==> src/adcstf_pkg.sv <==
// shared constants and carrier types for the converter serial control block
package adcstf_pkg;
    // ------------------------------------------------------------
    // frame layout
    // ------------------------------------------------------------
    localparam int WORD_BITS = 16;
    localparam logic [4:0] BIT_COUNT_END = 5'h10;   // sixteen serial clocks per frame
    localparam logic [4:0] CMD_BITS_END = 5'h04;    // command period length
    localparam logic [5:0] LONG_SAMPLE_END = 6'h30; // 48th falling edge ends long sampling
    localparam int CMD_MSB = 15;
    localparam int CMD_LSB = 12;
    // ------------------------------------------------------------
    // command codes
    // ------------------------------------------------------------
    localparam logic [3:0] CMD_SEL_LAST = 4'h7;     // 0..7 select analog input
    localparam logic [3:0] CMD_WRITE_CFG = 4'ha;
    localparam logic [3:0] CMD_TEST_FIRST = 4'hb;   // b..d select test voltages
    localparam logic [3:0] CMD_TEST_LAST = 4'hd;
    // ------------------------------------------------------------
    // configuration word fields and reset value
    // ------------------------------------------------------------
    localparam logic [11:0] CFG_RESET = 12'h800;
    localparam int CFG_TWOS_BIT = 10;
    localparam int CFG_SHORT_BIT = 9;
    localparam int CFG_PSEUDO_BIT = 5;
    // ------------------------------------------------------------
    // result coding
    // ------------------------------------------------------------
    localparam logic [13:0] RESULT_MSB_FLIP = 14'h2000; // binary to two's complement
    localparam logic [1:0] RESULT_PAD = 2'h0;
    // ------------------------------------------------------------
    // timing at 40 MHz
    // ------------------------------------------------------------
    localparam int CLK_PERIOD_PS = 25000;
    localparam int CONV_TIME_NS = 4500;
    localparam int CONV_CYCLES = (CONV_TIME_NS * 1000) / CLK_PERIOD_PS;
    localparam logic [7:0] CONV_COUNT = 8'(CONV_CYCLES);
    // ------------------------------------------------------------
    // carriers
    // ------------------------------------------------------------
    typedef struct packed {
        logic cs_n;
        logic frame_sync;
        logic sclk;
        logic serial_in;
        logic conv_start_n;
    } adcstf_pins_t;
    typedef struct packed {
        logic [3:0] mux_sel;
        logic test_sel;
        logic pseudo_diff;
    } adcstf_mux_t;
endpackage : adcstf_pkg

==> src/adcstf_sync.sv <==
// two-flop synchroniser for the asynchronous pin bundle
`timescale 1ns/1ps
`default_nettype none
module adcstf_sync
(
    // clock and reset
    input wire logic clk_i,
    input wire logic rst_i,
    // pins in and sampled out
    input wire adcstf_pkg::adcstf_pins_t pins_i,
    output adcstf_pkg::adcstf_pins_t pins_o
);
    import adcstf_pkg::*;
    adcstf_pins_t meta_q;
    // ------------------------------------------------------------
    // two stages, idle levels at reset
    // ------------------------------------------------------------
    always_ff @(posedge clk_i)
    begin
        if (rst_i)
        begin
            meta_q <= '{1'b1, 1'b1, 1'b0, 1'b0, 1'b1};
            pins_o <= '{1'b1, 1'b1, 1'b0, 1'b0, 1'b1};
        end
        else
        begin
            meta_q <= pins_i;
            pins_o <= meta_q;
        end
    end
endmodule : adcstf_sync
`default_nettype wire

==> src/adcstf_top.sv <==
// serial trigger, framing and result coding for the converter control block
// Overview of operation
// RQ1 - chip select high: output tri-stated, frame sync, clock and input ignored
// RQ2 - frame sync rising edge starts operation; chip select may stay low
// RQ3 - host waits half a clock after chip select falls before frame sync
// RQ4 - in frame sync mode the first output bit follows frame sync rise
// RQ5 - frame sync rise starting an operation releases interrupt high
// RQ6 - host holds start pin low for at least the sampling time
// RQ7 - host waits a conversion time before lowering start pin again
// RQ8 - start pin rise: end of conversion low now, interrupt after conversion
// RQ9 - start pin fall releases the interrupt high
// RQ10 - host keeps serial clock within 25 or 10 MHz by mode
// RQ11 - input word: 4-bit command on top, 12 bits data or zeros
// RQ12 - output word: 14-bit result on top, two low bits meaningless
// RQ13 - straight binary: zero 0000h, mid 2000h, full 3fffh
// RQ14 - two's complement: zero 2000h, mid 0000h, full 1fffh
// RQ15 - command selects one of eight inputs or three test voltages
// RQ16 - pseudodifferential mode pairs channels, halving usable inputs
// RQ17 - frame sync low at chip select fall waits for frame sync rise
// RQ18 - bit counter reset at start; output tri-states at sixteen
// RQ19 - first four clocks are the command period
// RQ20 - long sampling ends at 48th falling edge, then conversion, interrupt
// RQ21 - configuration bit selects straight binary or two's complement coding
// RQ22 - shift out on rising edge, latch input on falling edge
`timescale 1ns/1ps
`default_nettype none
module adcstf_top
(
    // clock and reset
    input wire logic CLOCK_I,
    input wire logic RST_I,
    // serial link pins
    input wire logic CS_N_I,
    input wire logic FRAME_SYNC_I,
    input wire logic SCLK_I,
    input wire logic SERIAL_IN_I,
    output logic SERIAL_OUT_O,
    output logic SERIAL_OUT_OE_O,
    // hardware start and completion
    input wire logic CONV_START_N_I,
    output logic EOC_N_O,
    output logic INT_N_O,
    // converter core side
    input wire logic [13:0] RAW_RESULT_I,
    output adcstf_pkg::adcstf_mux_t MUX_O,
    output logic SAMPLE_O,
    output logic [11:0] CONFIG_O
);
    import adcstf_pkg::*;

    typedef enum logic [1:0] {ST_IDLE, ST_SAMPLE, ST_CONVERT} adcstf_state_t;

    adcstf_pins_t pin_s;
    logic cs_n_d1_q, fsync_d1_q, sclk_d1_q, cst_d1_q;
    logic armed_fsync_q, active_q;
    logic [4:0] bit_cnt_q;
    logic [5:0] fall_cnt_q;
    logic [15:0] in_shift_q;
    logic [15:0] out_shift_q;
    logic [13:0] last_result_q;
    logic [7:0] conv_cnt_q;
    logic hw_conv_q;
    adcstf_state_t state_q;
    logic cs_fall, fsync_rise, sclk_rise, sclk_fall, cst_rise, cst_fall, start_op;
    logic [15:0] out_word;
    logic [3:0] cmd_now;
    logic cmd_select;
    logic conv_done;

    // ------------------------------------------------------------
    // pin synchronisation and edge finding
    // ------------------------------------------------------------
    adcstf_sync u_sync
    (
        .clk_i(CLOCK_I),
        .rst_i(RST_I),
        .pins_i('{CS_N_I, FRAME_SYNC_I, SCLK_I, SERIAL_IN_I, CONV_START_N_I}),
        .pins_o(pin_s)
    );

    // delayed copies of the synchronised pins
    always_ff @(posedge CLOCK_I)
    begin
        if (RST_I)
        begin
            cs_n_d1_q <= 1'b1;
            fsync_d1_q <= 1'b1;
            sclk_d1_q <= 1'b0;
            cst_d1_q <= 1'b1;
        end
        else
        begin
            cs_n_d1_q <= pin_s.cs_n;
            fsync_d1_q <= pin_s.frame_sync;
            sclk_d1_q <= pin_s.sclk;
            cst_d1_q <= pin_s.conv_start_n;
        end
    end

    // RQ1 frame sync and serial clock edges only count while selected
    assign cs_fall = cs_n_d1_q && !pin_s.cs_n;
    assign fsync_rise = !fsync_d1_q && pin_s.frame_sync && !pin_s.cs_n;
    assign sclk_rise = !sclk_d1_q && pin_s.sclk && !pin_s.cs_n && active_q;
    assign sclk_fall = sclk_d1_q && !pin_s.sclk && !pin_s.cs_n && active_q;
    assign cst_rise = !cst_d1_q && pin_s.conv_start_n;
    assign cst_fall = cst_d1_q && !pin_s.conv_start_n;
    // RQ17 start source chosen by frame sync level at select
    assign start_op = (cs_fall && pin_s.frame_sync) || (fsync_rise && armed_fsync_q);

    // ------------------------------------------------------------
    // trigger selection and frame activity
    // ------------------------------------------------------------
    // RQ2 frame sync trigger arming
    always_ff @(posedge CLOCK_I)
    begin
        if (RST_I)
        begin
            armed_fsync_q <= 1'b1;
            active_q <= 1'b0;
        end
        else if (pin_s.cs_n)
        begin
            armed_fsync_q <= 1'b1;
            active_q <= 1'b0;
        end
        else
        begin
            if (cs_fall)
            begin
                armed_fsync_q <= !pin_s.frame_sync;
            end
            if (start_op)
            begin
                active_q <= 1'b1;
            end
            else if (sclk_fall && bit_cnt_q == BIT_COUNT_END - 5'h01)
            begin
                active_q <= 1'b0;
            end
        end
    end

    // RQ18 bit counter cleared at start
    always_ff @(posedge CLOCK_I)
    begin
        if (RST_I || start_op)
        begin
            bit_cnt_q <= 5'h00;
        end
        else if (sclk_fall && bit_cnt_q != BIT_COUNT_END)
        begin
            bit_cnt_q <= bit_cnt_q + 5'h01;
        end
    end

    // ------------------------------------------------------------
    // input shifting and command decode
    // ------------------------------------------------------------
    // RQ22 input latched on falling edge
    always_ff @(posedge CLOCK_I)
    begin
        if (RST_I || start_op)
        begin
            in_shift_q <= 16'h0000;
        end
        else if (sclk_fall)
        begin
            in_shift_q <= {in_shift_q[14:0], pin_s.serial_in};
        end
    end

    // RQ19 command complete after four clocks
    assign cmd_now = in_shift_q[3:0];
    // select and test commands start sampling; a config write does not
    assign cmd_select = (cmd_now <= CMD_SEL_LAST)
                        || (cmd_now >= CMD_TEST_FIRST && cmd_now <= CMD_TEST_LAST);

    // RQ11 command on top, config data below
    always_ff @(posedge CLOCK_I)
    begin
        if (RST_I)
        begin
            CONFIG_O <= CFG_RESET;
            MUX_O <= '0;
        end
        else if (sclk_fall && bit_cnt_q == BIT_COUNT_END - 5'h01
                 && in_shift_q[14:11] == CMD_WRITE_CFG)
        begin
            CONFIG_O <= {in_shift_q[10:0], pin_s.serial_in};
        end
        else if (active_q && bit_cnt_q == CMD_BITS_END && cmd_select)
        begin
            // RQ15 select input or test voltage
            if (cmd_now <= CMD_SEL_LAST)
            begin
                // RQ16 pair channels in pseudodifferential mode
                MUX_O.mux_sel <= CONFIG_O[CFG_PSEUDO_BIT] ? {cmd_now[3:1], 1'b0} : cmd_now;
                MUX_O.test_sel <= 1'b0;
            end
            else if (cmd_now >= CMD_TEST_FIRST)
            begin
                MUX_O.mux_sel <= cmd_now;
                MUX_O.test_sel <= 1'b1;
            end
            MUX_O.pseudo_diff <= CONFIG_O[CFG_PSEUDO_BIT];
        end
    end

    // ------------------------------------------------------------
    // output coding and shifting
    // ------------------------------------------------------------
    // RQ21 coding chosen by configuration
    // RQ13 straight binary passes through; RQ14 top bit flipped
    // RQ12 result on top, pad below
    assign out_word = {CONFIG_O[CFG_TWOS_BIT] ? (last_result_q ^ RESULT_MSB_FLIP)
                       : last_result_q, RESULT_PAD};

    // RQ4 msb loaded on the start edge
    // RQ22 following bits shift on rising edges
    always_ff @(posedge CLOCK_I)
    begin
        if (RST_I)
        begin
            out_shift_q <= 16'h0000;
        end
        else if (start_op)
        begin
            out_shift_q <= out_word;
        end
        else if (sclk_rise && bit_cnt_q != 5'h00)
        begin
            out_shift_q <= {out_shift_q[14:0], 1'b0};
        end
    end

    // RQ1 tri-state when deselected; RQ18 tri-state at sixteen
    always_ff @(posedge CLOCK_I)
    begin
        if (RST_I)
        begin
            SERIAL_OUT_O <= 1'b0;
            SERIAL_OUT_OE_O <= 1'b0;
        end
        else
        begin
            SERIAL_OUT_O <= start_op ? out_word[15] : out_shift_q[15];
            SERIAL_OUT_OE_O <= !pin_s.cs_n && (start_op || (active_q && bit_cnt_q != BIT_COUNT_END));
        end
    end

    // ------------------------------------------------------------
    // sampling and conversion sequencing
    // ------------------------------------------------------------
    assign conv_done = (state_q == ST_CONVERT) && (conv_cnt_q == 8'h01);

    // long-mode falling edge counter, cleared at each start, runs on past the frame end
    always_ff @(posedge CLOCK_I)
    begin
        if (RST_I || start_op)
        begin
            fall_cnt_q <= 6'h00;
        end
        else if (sclk_dl_fall_ok(sclk_d1_q, pin_s.sclk, pin_s.cs_n) && fall_cnt_q != LONG_SAMPLE_END)
        begin
            fall_cnt_q <= fall_cnt_q + 6'h01;
        end
    end

    // state of sampling and conversion
    always_ff @(posedge CLOCK_I)
    begin
        if (RST_I)
        begin
            state_q <= ST_IDLE;
            conv_cnt_q <= 8'h00;
            hw_conv_q <= 1'b0;
        end
        else
        begin
            case (state_q)
                ST_IDLE:
                begin
                    if (cst_fall || (active_q && bit_cnt_q == CMD_BITS_END
                                     && cmd_select))
                    begin
                        state_q <= ST_SAMPLE;
                        hw_conv_q <= cst_fall;
                    end
                end
                ST_SAMPLE:
                begin
                    // RQ8 start pin rise begins conversion
                    // RQ20 long sampling ends at 48th fall
                    if ((hw_conv_q && cst_rise)
                        || (!hw_conv_q && CONFIG_O[CFG_SHORT_BIT] && bit_cnt_q == BIT_COUNT_END)
                        || (!hw_conv_q && !CONFIG_O[CFG_SHORT_BIT]
                            && fall_cnt_q == LONG_SAMPLE_END))
                    begin
                        state_q <= ST_CONVERT;
                        conv_cnt_q <= CONV_COUNT;
                    end
                end
                ST_CONVERT:
                begin
                    conv_cnt_q <= conv_cnt_q - 8'h01;
                    if (conv_done)
                    begin
                        state_q <= ST_IDLE;
                    end
                end
                default:
                begin
                    state_q <= ST_IDLE;
                end
            endcase
        end
    end

    // result capture, sample strobe, completion outputs
    always_ff @(posedge CLOCK_I)
    begin
        if (RST_I)
        begin
            last_result_q <= 14'h0000;
            SAMPLE_O <= 1'b0;
            EOC_N_O <= 1'b1;
            INT_N_O <= 1'b1;
        end
        else
        begin
            SAMPLE_O <= (state_q == ST_SAMPLE);
            if (conv_done)
            begin
                last_result_q <= RAW_RESULT_I;
            end
            // RQ8 end of conversion low while converting
            EOC_N_O <= !((state_q == ST_SAMPLE && hw_conv_q && cst_rise)
                         || (state_q == ST_CONVERT && !conv_done));
            // RQ8 interrupt one conversion time later; completion wins a tie
            if (conv_done)
            begin
                INT_N_O <= 1'b0;
            end
            // RQ5 RQ9 new start releases interrupt
            else if (start_op || cst_fall)
            begin
                INT_N_O <= 1'b1;
            end
        end
    end

    // falling edge of serial clock while selected, regardless of frame
    function automatic logic sclk_dl_fall_ok(input logic prev, input logic now, input logic csn);
        sclk_dl_fall_ok = prev && !now && !csn;
    endfunction : sclk_dl_fall_ok
endmodule : adcstf_top
`default_nettype wire

==> config.mk <==
export PLATFORM = sky130hd
export DESIGN_NAME = adcstf_top
export DESIGN_NICKNAME = d
export VERILOG_FILES = /design/src/adcstf_pkg.sv /design/src/adcstf_sync.sv /design/src/adcstf_top.sv
export SDC_FILE = /design/constraint.sdc
export NUM_CORES = 1
export LEC_CHECK = 0
export BUFFER_PORTS_ARGS = -buffer_cell sky130_fd_sc_hd__buf_4
export CAP_MARGIN = 20
export CORE_ASPECT_RATIO = 0.5
export CORE_MARGIN = 2
export CORE_UTILIZATION = 52
export DETAILED_ROUTE_END_ITERATION = 10
export GPL_ROUTABILITY_DRIVEN = 0
export GPL_TIMING_DRIVEN = 0
export PLACE_DENSITY = 0.75
export SLEW_MARGIN = 20
export SYNTH_ARGS = -nofsm -noshare
export SYNTH_HDL_FRONTEND = slang
export SYNTH_SLANG_ARGS = --single-unit
==> constraint.sdc <==
create_clock -name CLOCK_I -period 1.9 [get_ports CLOCK_I]
set_input_delay 0.38 -clock CLOCK_I [delete_from_list [all_inputs] [get_ports CLOCK_I]]
set_output_delay 0.38 -clock CLOCK_I [all_outputs]
set_load 0.005 [all_outputs]
# After elaboration in Yosys (flattened, before gate mapping)
# Index checks and enable logic that the tools add are counted.
[word_totals]
regBits = 104
[op_classes]
n_addsub = 3
order_cmp = 3
n_eq_ne = 13
n_mux = 17
bitwise_logic = 2
n_reduce_logical = 65
[op_table]
columns = ["operator", "n"]
rows = [
  ["$logic_and 1x1->1", 32],
  ["$mux 16", 2],
  ["$pmux 8 s2", 1],
  ["$mux 14", 1],
  ["$logic_not 1->1", 11],
  ["$mux 5", 2],
  ["$reduce_bool 2->1", 5],
  ["$logic_or 1x1->1", 9],
  ["$eq 8x1->1 const B", 1],
  ["$mux 8", 1],
  ["$sub 8x1->8 const B", 1],
  ["$add 6x1->6 const B", 1],
  ["$eq 6x6->1 const B", 1],
  ["$mux 1", 6],
  ["$mux 2", 3],
  ["$ne 2x2->1 const B", 3],
  ["$ne 6x6->1 const B", 1],
  ["$pmux 2 s3", 1],
  ["$reduce_and 2->1", 3],
  ["$reduce_and 3->1", 2],
  ["$add 5x1->5 const B", 1],
  ["$eq 5x3->1 const B", 1],
  ["$eq 5x4->1 const B", 1],
  ["$eq 5x5->1 const B", 1],
  ["11 further kinds", 12],
]

# Depth between registers and ports, before layout
[logic_depth]
word_depth = 8
depth_mapped = 8
depth_no_buf = 7

# Modules after synthesis
# From an unflattened synthesis, not the netlist that was laid out.
[unflattened]
hier_cells = 490
area_unflattened_um2 = 4219.0
[modules_own_cells]
columns = ["module", "n_inst", "cells_each", "area_per_inst_um2"]
rows = [
  ["adcstf_top", 1, 470, 3956.3],
  ["adcstf_sync", 1, 20, 262.8],
]

# Worst setup path before layout
# OpenSTA, ideal clock, no wires.
[synth_timing]
path_kind = "reg-to-reg"
startpoint = "register bit_cnt_q[0]"
endpoint = "register CONFIG_O[11]"
t_arrival_ps = 1787
t_required_ps = 1771
slack_ps = -16
path_stages_with_launch = 9
n_path_buf = 1
synth_period_minus_slack_ps = 1916
cell_sequence = "dfxtp_1 > ha_1 > and3_1 > ha_1 > nand2_1 > nor4_4 > buf_4 > mux2i_1 > nand2_1"
[synth_via]
elab_chain_cells = 3
[synth_rtl]
columns = ["item", "line", "rtl"]
rows = [
  ["start, declared", "adcstf_top.sv:56", "logic [4:0] bit_cnt_q;"],
  ["start signal, assigned", "adcstf_top.sv:152", "bit_cnt_q <= bit_cnt_q + 5'h01;"],
  ["$eq 5x4->1", "adcstf_top.sv:186", "else if (sclk_fall && bit_cnt_q == BIT_COUNT_END - 5'h01"],
  ["$logic_and 1x1->1", "adcstf_top.sv:186", ""],
  ["$logic_and 1x1->1", "adcstf_top.sv:187", "&& in_shift_q[14:11] == CMD_WRITE_CFG)"],
  ["end signal, assigned", "adcstf_top.sv:189", "CONFIG_O <= {in_shift_q[10:0], pin_s.serial_in};"],
  ["end, declared", "adcstf_top.sv:47", "output logic [11:0] CONFIG_O"],
]
# No other way between the ends.
# A chain may end at the register's enable or synchronous reset.

# Final worst setup path
[layout_timing]
startpoint = "register bit_cnt_q[1]"
endpoint = "register MUX_O[0] (netlist name)"
[layout_via]
elab_chain_cells = 5
word_cells_on_any_way = 8
cone_classes = "eq/ne (2); bitwise (1); reduce/logical (5)"
[layout_rtl]
columns = ["item", "line", "rtl"]
rows = [
  ["$eq 5x4->1", "adcstf_top.sv:186", ""],
  ["$logic_and 1x1->1", "adcstf_top.sv:186", ""],
  ["$logic_and 1x1->1", "adcstf_top.sv:187", ""],
  ["$not 1->1 (no line)", "--", ""],
  ["$reduce_and 2->1 (no line) *", "--", ""],
  ["end, declared", "adcstf_top.sv:45", "output adcstf_pkg::adcstf_mux_t MUX_O,"],
]
# Mark *: on every way between the ends. The rest lies on a longest branch, timed or not.

==> impl_metrics.toml <==
[synth]
yosys_warnings = 0
yosysSeqAreaShare_pct = 49.5
ys_ff_latch = 104
synth-main-ff-cell = "dfxtp_1"
avgSynthCellArea_um2 = 9.12
syn_inst = 461
synth.cell_area_um2 = 4200
ys_async_sr_fraction_pct = 0
yosysTopAreaCellShare_pct = 49.5
synth_edf_count = 0
synth_cell_types = 45
synth_top_cell_by_area = "dfxtp_1"
syn-num-nets = 489
synth_area_leaders = "dfxtp_1 (50%), mux2i_1 (6.4%), nand2_1 (6.3%)"

[worst_hold_path]
worstHoldPathCells = 2
hold_path.startpoint = "CONV_START_N_I"
hold_end = "u_sync.meta_q[0]$_SDFF_PP1_"
hp-class = "in2reg"

[clocking]
clk_latency_ps = 350
cts_tree = "yes"
cts_hold_buf = 0
cts_buffers = 9
cts_root_buf = "clkbuf_16"
htreeDepth = 3
clk_pin_slew_worst_paths_ps = 70
cts_sinks = 104
max-clock-path-buffers = 2

[timing]
max_freq_mhz = 528
rsz0062_at_grt = "true"
worstMarginPinSlew_ps = 608
setup_ws_ps = 6.44
hold_violations = 0
finalSetupViolCount = 0
fin_crit_ps = 1890
hold_slack_ps = 206
maxSlewViolCount = 0
period_share_pct = 99.7
clock_skew_ps = 9.50
slew_headroom_pct = 59.5
fin_setup_tns_ps = 0

[power_and_ir_drop]
clockPowerShare_pct = 42.3
p_leak_nw = 1.96
peakVddDrop_mv = 0.447
pwr-share-seq_pct = 53.9
intPower_mw = 3.18
total_power_mw = 4.13
swShare_pct = 23.0
powerDensity_nw_per_um2 = 815
combPwrFrac_pct = 3.8
switching_power_uw = 951

[final_layout]
fillCellCount = 669
area_growth_pct = 20.5
nNetsFinal = 547
drive_above_1_share_pct = 19.3
diodes = 0

[setup_path]
rrSetupSlack_ps = 6
cp-end-kind = "flop"
startpoint = "bit_cnt_q[1]$_SDFFE_PP0P_"
cp_data_arrival_time_ps = 2110
rr_worst_depth = 8
reg2reg_to = "MUX_O[0]$_SDFFE_PP0P_"
worst-setup-path-type = "reg2reg"
crit_fanout = 5
crit_required_ps = 2120
startpoint_type = "flop"
worstReg2RegStart = "bit_cnt_q[1]$_SDFFE_PP0P_"

[run_status]
outcome = "finished clean"

[die]
die_area_um2 = 8860
dieWidth_um = 131
coreArea_um2 = 7910
rows = 23
io_pins = 44
start_util_pct = 53.1
die_y_um = 67.6

[placed_design]
dpl.hpwl_um = 6280
io_buffers = 43
preCtsSetupSlack_ps = -150

[drt]
drt_iter0_markers = 218
via_per_inst = 5.37
ant_nets = 0
drcViolationCount = 0
num_vias = 3414
wl_um = 9350
first_pass_iters = 4
wl_per_cell_um = 14.7

[global_route]
grt_pass1_wl_um = 14500
antenna_found_initial = 0
grt_overflow = 0
grt_max_degree = 19
grt_pass1_vias = 2974
track_usage_pct = 21.2

[flow_run]
maxCapViolCount = 0
[layout make-up]
class                           instances  area, um2  area share [%]
Clock buffer                            9        225            4.45
Clock inverter                          7       52.6            1.04
Timing Repair Buffer                   47        369            7.29
Inverter                               13       48.8           0.963
Buffer                                 25        113            2.22
Multi-Input combinational cell        319       2030            40.0
Sequential cell                       104       2090            41.3
Tap cell                              112        140            2.77
[synth_stat cells, types with 7 or more instances]
cell type  instances
a21oi_1           34
a31oi_1           14
clkbuf_1          17
dfxtp_1          104
ha_1               7
inv_1             13
mux2i_1           27
nand2_1           70
nand3_1            9
nor2_1            46
nor2b_1            9
nor3_1             7
o31ai_1           17
or2_2             10
xor2_1             9
[sequential cells by signal (all words and copies together), names as in the netlist, 2 cells and up]
register / count
conv_cnt_q: 8
state_q: 2
CONFIG_O: 12
fall_cnt_q: 6
u_sync.meta_q: 5
out_shift_q: 14
bit_cnt_q: 5
in_shift_q: 15
u_sync.pins_o: 5
MUX_O: 6
last_result_q: 14
[kinds of logic (layout without fill, tap and decap cells)]
| family | after synthesis | count (layout) | synth area share (%) |
|---|---|---|---|
| flops | 104 | 104 | 49.5 |
| buf+inv | 38 | 101 | 3.72 |
| fa+ha+maj | 7 | 7 | 2.08 |
| simple gates | 187 | 187 | 23.1 |
| xor+xnor | 14 | 14 | 2.92 |
| compound gates | 84 | 84 | 12.2 |
| mux | 27 | 27 | 6.43 |
[repair_timing]
action | in CTS | in global routing
gates cloned | 0 | 1
pin swaps | 1 | 6
endpoints found under the setup margin | 27 | 19
resized for setup | 5 | 14
buffers inserted | 1 | 2
[stage by stage]
stage               area [um2]  util [%]  std cells
global placement          4670      59.0        616
finish                    5060      64.0        636
detailed placement        4670      59.0        616
global route              5060      64.0        636
CTS                       4970      62.8        633
floorplan                 4210         -        461
[power groups by stage]
stage | logic, mW | registers (mW) | clock network [mW]
3_5_place_dp | 0.154 | 2.28 | 0
5_1_grt | 0.172 | 2.23 | 1.88
4_1_cts | 0.156 | 2.23 | 1.79
2_1_floorplan | 0.0890 | 2.27 | 0
6_report | 0.156 | 2.23 | 1.75
3_3_place_gp | 0.152 | 2.28 | 0
[worst max path at each step]
stage	slack, ps	depth (start not counted)	end
5_1_grt	-80	6	conv_cnt_q[3]$_SDFFE_PP0P_
2_1_floorplan	20	8	CONFIG_O[11]$_SDFFE_PP1N_
3_3_place_gp	-140	8	CONFIG_O[11]$_SDFFE_PP1N_
3_5_place_dp	-150	8	CONFIG_O[11]$_SDFFE_PP1N_
4_1_cts	20	6	conv_cnt_q[3]$_SDFFE_PP0P_
6_report	6	8	MUX_O[0]$_SDFFE_PP0P_
[worst max-delay path, stage by stage (launching register included)]
cell,delay (ps)
dfxtp_4,370
ha_4,130
and3_4,190
ha_4,150
nand2_4,60
buf_12,130
or4_4,530
nand4_1,130
a21oi_1,70
[cell usage in the layout (no fill, tap or decap), types with 4 or more instances in the layout]
cell type / netlist / final
clkbuf_1: 17 / 16
clkbuf_16: 0 / 9
nand4_1: 5 / 5
xor2_1: 9 / 9
mux2i_1: 27 / 27
nand2_1: 70 / 69
nor3_1: 7 / 7
dfxtp_1: 104 / 102
nand2b_1: 4 / 4
nor2b_1: 9 / 9
xnor2_1: 5 / 5
nand3b_1: 5 / 5
nand3_1: 9 / 9
inv_1: 13 / 13
o31ai_1: 17 / 17
a21oi_1: 34 / 33
nand4bb_1: 4 / 4
or2_2: 10 / 10
buf_4: 2 / 46
a31oi_1: 14 / 13
o21ai_0: 5 / 5
nor2_1: 46 / 46
ha_1: 7 / 5
buf_2: 5 / 5
[metal layers]
| layer | GRT usage, % | share of wire (%) | up-vias |
|---|---|---|---|
| met5 | 0 | 0 | - |
| met4 | 7.88 | 1.5 | 0 |
| met3 | 6.46 | 4.6 | 12 |
| met2 | 33.6 | 45 | 79 |
| met1 | 27.8 | 48 | 1605 |
| li1 | - | - | 1718 |
Note: power is estimated with default switching activity, not from simulation.
